**src/sysint_pkg.sv**
```systemverilog
// shared constants for the system integration unit
package sysint_pkg;
    localparam logic [2:0] ADDR_PEND_MID    = 3'h0;
    localparam logic [2:0] ADDR_PEND_TOP    = 3'h1;
    localparam logic [2:0] ADDR_BREAK_WAKE  = 3'h2;
    localparam logic [2:0] ADDR_RESET_CAUSE = 3'h3;
    localparam logic [2:0] ADDR_BREAK_CTRL  = 3'h4;
    localparam logic [2:0] ADDR_OPTIONS     = 3'h5;
    localparam int BREAK_WAKE_BIT = 1;
    localparam int CAUSE_LOW_VOLT   = 1;
    localparam int CAUSE_MOD        = 2;
    localparam int CAUSE_BAD_FETCH  = 3;
    localparam int CAUSE_BAD_OPCODE = 4;
    localparam int CAUSE_WATCHDOG   = 5;
    localparam int CAUSE_PIN  = 6;
    localparam int CAUSE_POR  = 7;
    localparam int OPT_SHORT_REC = 0;
    localparam int OPT_WDOG_DIS  = 1;
    localparam logic [7:0] RESET_CAUSE_POR_VALUE = 8'h80;
    localparam int RECOVERY_LONG  = 4096;
    localparam int RECOVERY_SHORT = 32;
    localparam logic [15:0] VECTOR_SOFTWARE_TRAP = 16'hFFFC;
    localparam logic [15:0] VECTOR_RESET         = 16'hFFFE;
    localparam logic [7:0]  ERASED_BYTE          = 8'hFF;
endpackage

```
**src/sysint_recovery_counter.sv**
```systemverilog
// stop recovery counter advanced on falling edges of the slow clock
`timescale 1ns/100ps
`default_nettype none
module sysint_recovery_counter #(
    parameter int LONG_COUNT  = sysint_pkg::RECOVERY_LONG,
    parameter int SHORT_COUNT = sysint_pkg::RECOVERY_SHORT
) (
    input  wire logic clock,
    input  wire logic rst,
    input  wire logic hold,
    input  wire logic slow_fall,
    input  wire logic short_sel,
    output logic      done
);
    typedef struct packed {
        logic [12:0] count;
        logic        done;
    } state_s;
    state_s s_q;
    state_s s_d;
    logic [12:0] limit;

    always_comb begin
        limit = short_sel ? 13'(SHORT_COUNT) : 13'(LONG_COUNT);
        s_d = s_q;
        if (hold) begin
            s_d.count = 13'h0000;
            s_d.done  = 1'b0;
        end else if (slow_fall && !s_q.done) begin
            s_d.count = s_q.count + 13'h0001;
            if (s_q.count + 13'h0001 >= limit) begin
                s_d.done = 1'b1;
            end
        end
    end

    always_ff @(posedge clock or posedge rst) begin
        if (rst) begin
            s_q <= '0;
        end else begin
            s_q <= s_d;
        end
    end

    assign done = s_q.done;
endmodule
`default_nettype wire

```
**src/sysint_lowpower_break_reset.sv**
```systemverilog
// system integration unit: pending flags, reset cause, break and low power control
//
// Behaviour
// - pending flag bit reads one while its source requests, zero otherwise.
// - any reset source wins over all interrupts, no arbitration among resets.
// - break request forces a fetch of the software trap vector.
// - with clear enable low, peripheral flag clears are blocked in break.
// - with clear enable high, clears work in break and stay cleared.
// - two-step clears stay blocked in break; second step after break works.
// - wait or stop clears the global interrupt mask and stops the CPU clock.
// - wait mode gates CPU clocks, peripheral clocks keep running.
// - enabled interrupt, reset or break ends wait; stacking one cycle later.
// - watchdog enabled and running in wait when its disable option is zero.
// - stop resets recovery counter and disables all system clocks.
// - stop ends on interrupt, reset or break; interrupt waits out recovery.
// - recovery lasts 4096 slow clocks, or 32 with short recovery set.
// - recovery counter held cleared from stop until recovery begins.
// - break in wait or stop sets break wake flag; cleared by zero write, reset.
// - reading the reset cause register clears all its flags.
// - power-on reset sets its flag and clears all others.
// - separate cause flags: pin, watchdog, bad opcode, bad fetch, low voltage.
// - monitor entry flag set when erased reset vector and interrupt pin high.
// - recovery counter advances on falling slow clock edge.
//
// The strobed register port and the register offsets are this design's own decisions.
`timescale 1ns/100ps
`default_nettype none
module sysint_lowpower_break_reset (
    input  wire logic        clock,
    input  wire logic        rst,
    input  wire logic        por_event,
    input  wire logic        pin_reset_n,
    input  wire logic        watchdog_timeout,
    input  wire logic        bad_opcode,
    input  wire logic        bad_fetch_address,
    input  wire logic        low_voltage,
    input  wire logic        monitor_entry,
    input  wire logic        internal_slow_clock,
    input  wire logic [5:0]  pend_mid_src,
    input  wire logic        converter_done_pending,
    input  wire logic        irq_enabled_pending,
    input  wire logic        break_request,
    input  wire logic        wait_exec,
    input  wire logic        stop_exec,
    input  wire logic [2:0]  addr,
    input  wire logic [7:0]  wdata,
    input  wire logic        wr_strobe,
    input  wire logic        rd_strobe,
    output logic [7:0]       rdata,
    output logic             system_reset,
    output logic             force_trap_fetch,
    output logic [15:0]      vector_addr,
    output logic             clear_global_mask,
    output logic             cpu_clock_enable,
    output logic             periph_clock_enable,
    output logic             bus_clock_source,
    output logic             stack_start,
    output logic             watchdog_enable,
    output logic             flag_clear_allow,
    output logic             break_active
);
    typedef enum logic [1:0] {RUN, WAITING, STOPPED, RECOVER} mode_e;

    typedef struct packed {
        mode_e      mode;
        logic [1:0] slow_sync;
        logic       slow_prev;
        logic [1:0] pin_sync;
        logic [7:0] pend_mid;
        logic [7:0] pend_top;
        logic       break_wake;
        logic [7:0] cause;
        logic       clear_enable;
        logic [1:0] options;
        logic       in_break;
        logic       rec_irq;
        logic [7:0] rdata;
        logic       reset_out;
        logic       trap;
        logic [15:0] vector;
        logic       clr_mask;
        logic       cpu_en;
        logic       per_en;
        logic       bus_en;
        logic       stack;
        logic       wdog_en;
        logic       clr_allow;
    } state_s;

    state_s s_q;
    state_s s_d;
    logic   slow_fall;
    logic   rec_hold;
    logic   rec_done;
    logic   any_reset;
    logic   low_power;

    sysint_recovery_counter u_recovery (
        .clock     (clock),
        .rst       (rst),
        .hold      (rec_hold),
        .slow_fall (slow_fall),
        .short_sel (s_q.options[sysint_pkg::OPT_SHORT_REC]),
        .done      (rec_done)
    );

    always_comb begin
        slow_fall = s_q.slow_prev && !s_q.slow_sync[1];
        rec_hold  = (s_q.mode != RECOVER);
        any_reset = por_event || !s_q.pin_sync[1] || watchdog_timeout || bad_opcode
                    || bad_fetch_address || low_voltage || monitor_entry;
        low_power = (s_q.mode != RUN);
        s_d = s_q;
        s_d.slow_sync = {s_q.slow_sync[0], internal_slow_clock};
        s_d.slow_prev = s_q.slow_sync[1];
        s_d.pin_sync  = {s_q.pin_sync[0], pin_reset_n};
        s_d.pend_mid  = {pend_mid_src[5:2], 2'b00, pend_mid_src[1:0]};
        s_d.pend_top  = {7'h00, converter_done_pending};
        s_d.trap      = 1'b0;
        s_d.stack     = 1'b0;
        s_d.clr_mask  = 1'b0;
        s_d.reset_out = 1'b0;
        s_d.rdata     = 8'h00;

        if (rd_strobe) begin
            if (addr == sysint_pkg::ADDR_PEND_MID) begin
                s_d.rdata = s_q.pend_mid;
            end else if (addr == sysint_pkg::ADDR_PEND_TOP) begin
                s_d.rdata = s_q.pend_top;
            end else if (addr == sysint_pkg::ADDR_BREAK_WAKE) begin
                s_d.rdata = 8'(s_q.break_wake) << sysint_pkg::BREAK_WAKE_BIT;
            end else if (addr == sysint_pkg::ADDR_RESET_CAUSE) begin
                s_d.rdata = s_q.cause;
                s_d.cause = 8'h00;
            end else if (addr == sysint_pkg::ADDR_BREAK_CTRL) begin
                s_d.rdata = {s_q.clear_enable, 7'h00};
            end else if (addr == sysint_pkg::ADDR_OPTIONS) begin
                s_d.rdata = {6'h00, s_q.options};
            end
        end
        if (wr_strobe) begin
            // pending registers ignore writes
            if (addr == sysint_pkg::ADDR_BREAK_WAKE) begin
                if (!wdata[sysint_pkg::BREAK_WAKE_BIT]) begin
                    s_d.break_wake = 1'b0;
                end
            end else if (addr == sysint_pkg::ADDR_BREAK_CTRL) begin
                s_d.clear_enable = wdata[7];
            end else if (addr == sysint_pkg::ADDR_OPTIONS) begin
                s_d.options = wdata[1:0];
            end
        end

        // causes latch after a read clear so a new reset is never lost
        if (!s_q.pin_sync[1]) s_d.cause[sysint_pkg::CAUSE_PIN] = 1'b1;
        if (watchdog_timeout) s_d.cause[sysint_pkg::CAUSE_WATCHDOG] = 1'b1;
        if (bad_opcode) s_d.cause[sysint_pkg::CAUSE_BAD_OPCODE] = 1'b1;
        if (bad_fetch_address) s_d.cause[sysint_pkg::CAUSE_BAD_FETCH] = 1'b1;
        if (low_voltage) s_d.cause[sysint_pkg::CAUSE_LOW_VOLT] = 1'b1;
        if (monitor_entry) s_d.cause[sysint_pkg::CAUSE_MOD] = 1'b1;
        if (por_event) s_d.cause = sysint_pkg::RESET_CAUSE_POR_VALUE;

        // break protection: peripherals see allow low during break unless enabled
        if (break_request) s_d.in_break = 1'b1;
        else if (!break_request && s_q.in_break && !low_power) s_d.in_break = 1'b0;
        // next enable value, so a cleared enable blocks in the same cycle
        s_d.clr_allow = !s_d.in_break || s_d.clear_enable;

        case (s_q.mode)
            RUN: begin
                if (wait_exec) begin
                    s_d.mode = WAITING;
                    s_d.clr_mask = 1'b1;
                end else if (stop_exec) begin
                    s_d.mode = STOPPED;
                    s_d.clr_mask = 1'b1;
                end
            end
            WAITING: begin
                if (break_request) begin
                    s_d.break_wake = 1'b1;
                    s_d.mode = RUN;
                end else if (irq_enabled_pending) begin
                    s_d.mode = RUN;
                    s_d.stack = 1'b1;
                end
            end
            STOPPED: begin
                if (break_request || irq_enabled_pending) begin
                    s_d.mode = RECOVER;
                    s_d.rec_irq = irq_enabled_pending && !break_request;
                    if (break_request) s_d.break_wake = 1'b1;
                end
            end
            RECOVER: begin
                if (rec_done) begin
                    s_d.mode = RUN;
                    s_d.stack = s_q.rec_irq;
                end
            end
            default: s_d.mode = RUN;
        endcase

        if (break_request && !any_reset) begin
            s_d.trap = 1'b1;
            s_d.vector = sysint_pkg::VECTOR_SOFTWARE_TRAP;
        end
        if (any_reset) begin
            s_d.reset_out = 1'b1;
            s_d.trap = 1'b0;
            s_d.stack = 1'b0;
            s_d.vector = sysint_pkg::VECTOR_RESET;
            // reset leaves wait and stop, break wake flag cleared
            s_d.mode = RUN;
            s_d.break_wake = 1'b0;
        end

        s_d.cpu_en  = (s_d.mode == RUN);
        s_d.per_en  = (s_d.mode == RUN) || (s_d.mode == WAITING);
        s_d.bus_en  = (s_d.mode == RUN) || (s_d.mode == WAITING);
        s_d.wdog_en = !s_q.options[sysint_pkg::OPT_WDOG_DIS];
    end

    always_ff @(posedge clock or posedge rst) begin
        if (rst) begin
            s_q <= '0;
            s_q.pin_sync  <= 2'b11;
            s_q.cause     <= sysint_pkg::RESET_CAUSE_POR_VALUE;
            s_q.cpu_en    <= 1'b1;
            s_q.per_en    <= 1'b1;
            s_q.bus_en    <= 1'b1;
            s_q.wdog_en   <= 1'b1;
            s_q.clr_allow <= 1'b1;
            s_q.vector    <= sysint_pkg::VECTOR_RESET;
        end else begin
            s_q <= s_d;
        end
    end

    assign rdata               = s_q.rdata;
    assign system_reset        = s_q.reset_out;
    assign force_trap_fetch    = s_q.trap;
    assign vector_addr         = s_q.vector;
    assign clear_global_mask   = s_q.clr_mask;
    assign cpu_clock_enable    = s_q.cpu_en;
    assign periph_clock_enable = s_q.per_en;
    assign bus_clock_source    = s_q.bus_en;
    assign stack_start         = s_q.stack;
    assign watchdog_enable     = s_q.wdog_en;
    assign flag_clear_allow    = s_q.clr_allow;
    assign break_active        = s_q.in_break;
endmodule
`default_nettype wire

```
**config.mk**
```make
export PLATFORM = sky130hd
export DESIGN_NAME = sysint_lowpower_break_reset
export DESIGN_NICKNAME = d
export VERILOG_FILES = /design/src/sysint_pkg.sv /design/src/sysint_recovery_counter.sv /design/src/sysint_lowpower_break_reset.sv
export SDC_FILE = /design/constraint.sdc
export NUM_CORES = 1
export LEC_CHECK = 0
export BUFFER_PORTS_ARGS = -buffer_cell sky130_fd_sc_hd__buf_2
export CAP_MARGIN = 40
export CORE_MARGIN = 2
export CORE_UTILIZATION = 40
export DETAILED_ROUTE_END_ITERATION = 10
export HOLD_SLACK_MARGIN = 0.12
export PLACE_DENSITY = 0.61
export SLEW_MARGIN = 40
export SYNTH_ARGS = -nofsm -noshare
export SYNTH_HDL_FRONTEND = slang
export SYNTH_SLANG_ARGS = --single-unit
```
**constraint.sdc**
```tcl
create_clock -name clock -period 3.05 [get_ports clock]
set_input_delay 0.4575 -clock clock [delete_from_list [all_inputs] [get_ports clock]]
set_output_delay 0.4575 -clock clock [all_outputs]
set_load 0.1 [all_outputs]
```
==> impl_metrics.csv <==
group,metric,value,unit
global_routing,antenna_found_initial,0,
synth,seq_area_frac_synth,53.0,%
worst_setup_path,endpoint_kind,"flop",
synth,synth_top_family_by_area,"simple AND/OR/NAND/NOR gates",
finish,area_growth_syn_to_layout,16.4,%
worst_setup_path,critPathSlowestCell,"or3_1",
routing,first_pass_iters,4,
synth,synth-seq-cells,59,
floorplan,dieArea,7710,µm²
finish,fillers,643,
timing,tightest_slew,576,ps
finish,num-nets-final,352,
worst_setup_path,critPathMostFrequentCell,"nor2_1",
synth,async_flop_share,100,%
synth,synth_edf_count,0,
clock_network,post_cts_buffers,0,
clock_network,cts_buffer_depth,2,
clock_network,post_cts_resized,0,
global_routing,grt_max_degree,25,
synth,yosys_warnings,0,
placement,hpwlAfterDp,3.75,mm
timing,setup_slack,707,ps
finish,insertedDiodeCount,0,
timing,fmax,427,MHz
timing,rsz0062_at_grt,"false",
synth,synthFlopType,"dfrtp_1",
placement,io_buffers,61,
synth,synth-compound-area-share,11.0,%
routing,vias_per_cell,4.76,
synth,yosys.area_share.simple,16.3,%
floorplan,die-height,87.8,µm
worst_setup_path,crit_buf_inv,0,
floorplan,rows,30,
pwr,ir_drop,0.192,mV
clock_network,htreeDepth,3,
synth,synthAdderAreaFrac,3.57,%
clock_network,cts_tree,"built",
routing,routed_wl,5.16,mm
finish,drive_above_1_share,30.8,%
job,cap_violations,0,
synth,yosys.area_share.xor_xnor,4.37,%
timing,hold_viol,0,
global_routing,first_global_vias,1794,
pwr,p_leak,1.40,nW
clock_network,root_buffer,"clkbuf_8",
timing,fin_crit_sh,76.8,%
clock_network,cts_sinks,59,
timing,setup_viol,0,
routing,ant_nets,0,
global_routing,grt_pass1_wl,8.37,mm
finish,finish.utilization,48.1,%
timing,min_period,2340,ps
worst_setup_path,cp_slowest_stage_delay,470,ps
clock_network,clkLatencyLatePin,340,ps
timing,fin_worst_skew,11.5,ps
routing,route.detailed.drc,0,
worst_setup_path,crit_chain,"nand3_1, or3_1, nor2_1, xor2_1, ha_1, nor2_1, nor3b_1, o21ai_0, a41oi_1",
timing,final_max_slew_viol_count,0,
routing,wire_per_inst,12.5,µm
routing,dr.first_iter.drc_count,84,
pwr,power_density,559,nW/µm²
worst_setup_path,crit_family,"simple AND/OR/NAND/NOR gates",
worst_setup_path,arrival,2590,ps
placement,place_ws,751,ps
timing,relSlewSlack,61.5,%
placement,place_congestion,0.820,
synth,syn-num-nets,310,
worst_setup_path,path_class,"flop to flop",
global_routing,grt_use_total,14.6,%
routing,vias,1955,
worst_setup_path,cp_max_fo,12,
synth,yosys-mux-area-fraction,1.92,%
synth,synth.avg_cell_area,10.5,µm²
synth,synth.distinct_cells,43,
run_status,outcome,"finished, final reports clean",
clock_network,cts.clk_slew.worst_paths,70,ps
timing,fin_tns_setup,0,ps
floorplan,coreArea,6790,µm²
min_path,hp-class,"input pin to flop",
synth,synth_cells,268,
floorplan,die_w,87.8,µm
floorplan,io_pins,68,
clock_network,cts_buffers,9,
worst_setup_path,cp_data_required_time,3300,ps
synth,synth_area,2810,µm²
worst_setup_path,crit_path_start_kind,"flop",
floorplan,start_util,41.3,%
global_routing,grt-ovfl-total,0,
## Yosys cell counts, types with 2 or more instances
| cell type | number | area [µm²] |
|---|---|---|
| xor2_1 | 3 | 26.3 |
| nor2b_1 | 3 | 18.8 |
| or3_1 | 7 | 43.8 |
| nor4_1 | 4 | 25.0 |
| a211oi_1 | 3 | 22.5 |
| o21ai_0 | 8 | 40.0 |
| o21a_1 | 2 | 15.0 |
| dfstp_2 | 9 | 236 |
| a22oi_1 | 5 | 37.5 |
| nand2b_1 | 5 | 31.3 |
| mux2_2 | 3 | 33.8 |
| or2_2 | 2 | 12.5 |
| nor3b_1 | 4 | 30.0 |
| nand3_1 | 6 | 30.0 |
| nand2_1 | 6 | 22.5 |
| nand4b_1 | 3 | 26.3 |
| buf_4 | 25 | 188 |
| nor3_1 | 5 | 25.0 |
| a21o_1 | 3 | 22.5 |
| nor4bb_1 | 2 | 20.0 |
| inv_1 | 15 | 56.3 |
| mux2i_1 | 2 | 20.0 |
| a21oi_1 | 14 | 70.1 |
| dfrtp_1 | 50 | 1250 |
| nand4_1 | 3 | 18.8 |
| a221oi_1 | 2 | 17.5 |
| xnor2_1 | 11 | 96.3 |
| nor2_1 | 33 | 124 |
| o41ai_1 | 2 | 17.5 |
| clkbuf_1 | 8 | 30.0 |
| ha_1 | 8 | 100 |
## worst register-to-register path: stages (launching register included)
cell	delay, ps
dfrtp_1	450
nand3_1	340
or3_1	470
nor2_1	140
xor2_1	170
ha_1	180
nor2_1	50
nor3b_1	200
o21ai_0	110
a41oi_1	160
## per-stage QoR
| step | cell area (µm²) | power, mW | hold WS (ps) | cells |
|---|---|---|---|---|
| after floorplan | 2810 | 0.999 | 331 | 268 |
| after global placement | 3030 | 1.04 | 335 | 394 |
| after detailed placement | 3030 | 1.05 | 336 | 394 |
| after CTS | 3270 | 1.85 | 204 | 411 |
| after global routing | 3270 | 1.90 | 200 | 411 |
| final | 3270 | 1.83 | 218 | 411 |
## layer usage
| metal | GRT usage [%] | share of wire (%) |
|---|---|---|
| met3 | 4.52 | 4.7 |
| met2 | 21.9 | 47 |
| met4 | 6.29 | 1.6 |
| met1 | 19.5 | 47 |
| met5 | 0 | 0 |
## layout make-up
cell class | instances | area (µm²) | area share [%]
inverters | 15 | 56.3 | 1.72
well taps | 96 | 120 | 3.68
clock buffers | 10 | 138 | 4.21
flip-flops and latches | 59 | 1490 | 45.5
multi-input cells | 161 | 1050 | 32.0
clock inverters | 6 | 88.8 | 2.72
repair buffers | 64 | 330 | 10.1
## final timing paths
| path | start | to | slack, ps | cells past startpoint |
|---|---|---|---|---|
| min in group asynchronous | rst | break_active$_DFF_PP0_ | 660 | 3 |
| worst max register to register | u_recovery.s_q[4]$_DFFE_PP0P_ | u_recovery.done$_DFFE_PP0P_ | 710 | 9 |
| worst min-delay path | pend_mid_src[2] | s_q[59]$_DFF_PP0_ | 220 | 1 |
| max in group asynchronous | rst | cpu_clock_enable$_DFF_PP1_ | 1690 | 4 |
| worst max-delay path | u_recovery.s_q[4]$_DFFE_PP0P_ | u_recovery.done$_DFFE_PP0P_ | 710 | 9 |
| worst min register to register | s_d[67]$_DFF_PP0_ | s_d[65]$_DFF_PP0_ | 350 | 0 |
## kinds of logic (layout without fill, tap and decap cells)
kind of cell	after synthesis	count (layout)
simple gates	86	86
flops	59	59
buf+inv	48	95
compound gates	47	47
xor+xnor	14	14
fa+ha+maj	8	8
mux	5	5
other cells	1	1
## power by group
part           total, mW  internal, mW  switching (mW)
combinational      0.193        0.0529           0.140
clock              0.797         0.482           0.315
sequential         0.836         0.820          0.0155
total               1.83          1.35           0.470
## sequential cells by signal, summed over array words and instances, names as in the netlist
signal and cells:
force_trap_fetch 1, stack_start 1, cpu_clock_enable 1, break_active 1, s_q 23, vector_addr 2
s_d 3, rdata 8, clear_global_mask 1, watchdog_enable 1, u_recovery.done 1, flag_clear_allow 1
bus_clock_source 1, u_recovery.s_q 13, system_reset 1
## cell usage in the layout, fill, tap and decap left out, types with 3 or more instances in the layout
master / Yosys / final
nor3_1: 5 / 5
or3_1: 7 / 7
nand4b_1: 3 / 3
nor4_1: 4 / 4
nor2_1: 33 / 33
a21o_1: 3 / 3
a211oi_1: 3 / 3
nor3b_1: 4 / 4
dfrtp_1: 50 / 50
nand2b_1: 5 / 5
dfstp_2: 9 / 9
inv_1: 15 / 14
a22oi_1: 5 / 5
nand4_1: 3 / 3
xnor2_1: 11 / 11
nand3_1: 6 / 6
buf_2: 0 / 61
o21ai_0: 8 / 8
nor2b_1: 3 / 3
mux2_2: 3 / 3
ha_1: 8 / 8
nand2_1: 6 / 6
a21oi_1: 14 / 14
clkbuf_8: 0 / 10
xor2_1: 3 / 3
## timing repair
item / 4_1_cts / 5_1_grt
hold endpoints to repair: 6 / 0
hold buffers: 1 / 0
endpoints found under the setup margin: 0 / 0
No activity file was read; power rests on OpenSTA's default activity.
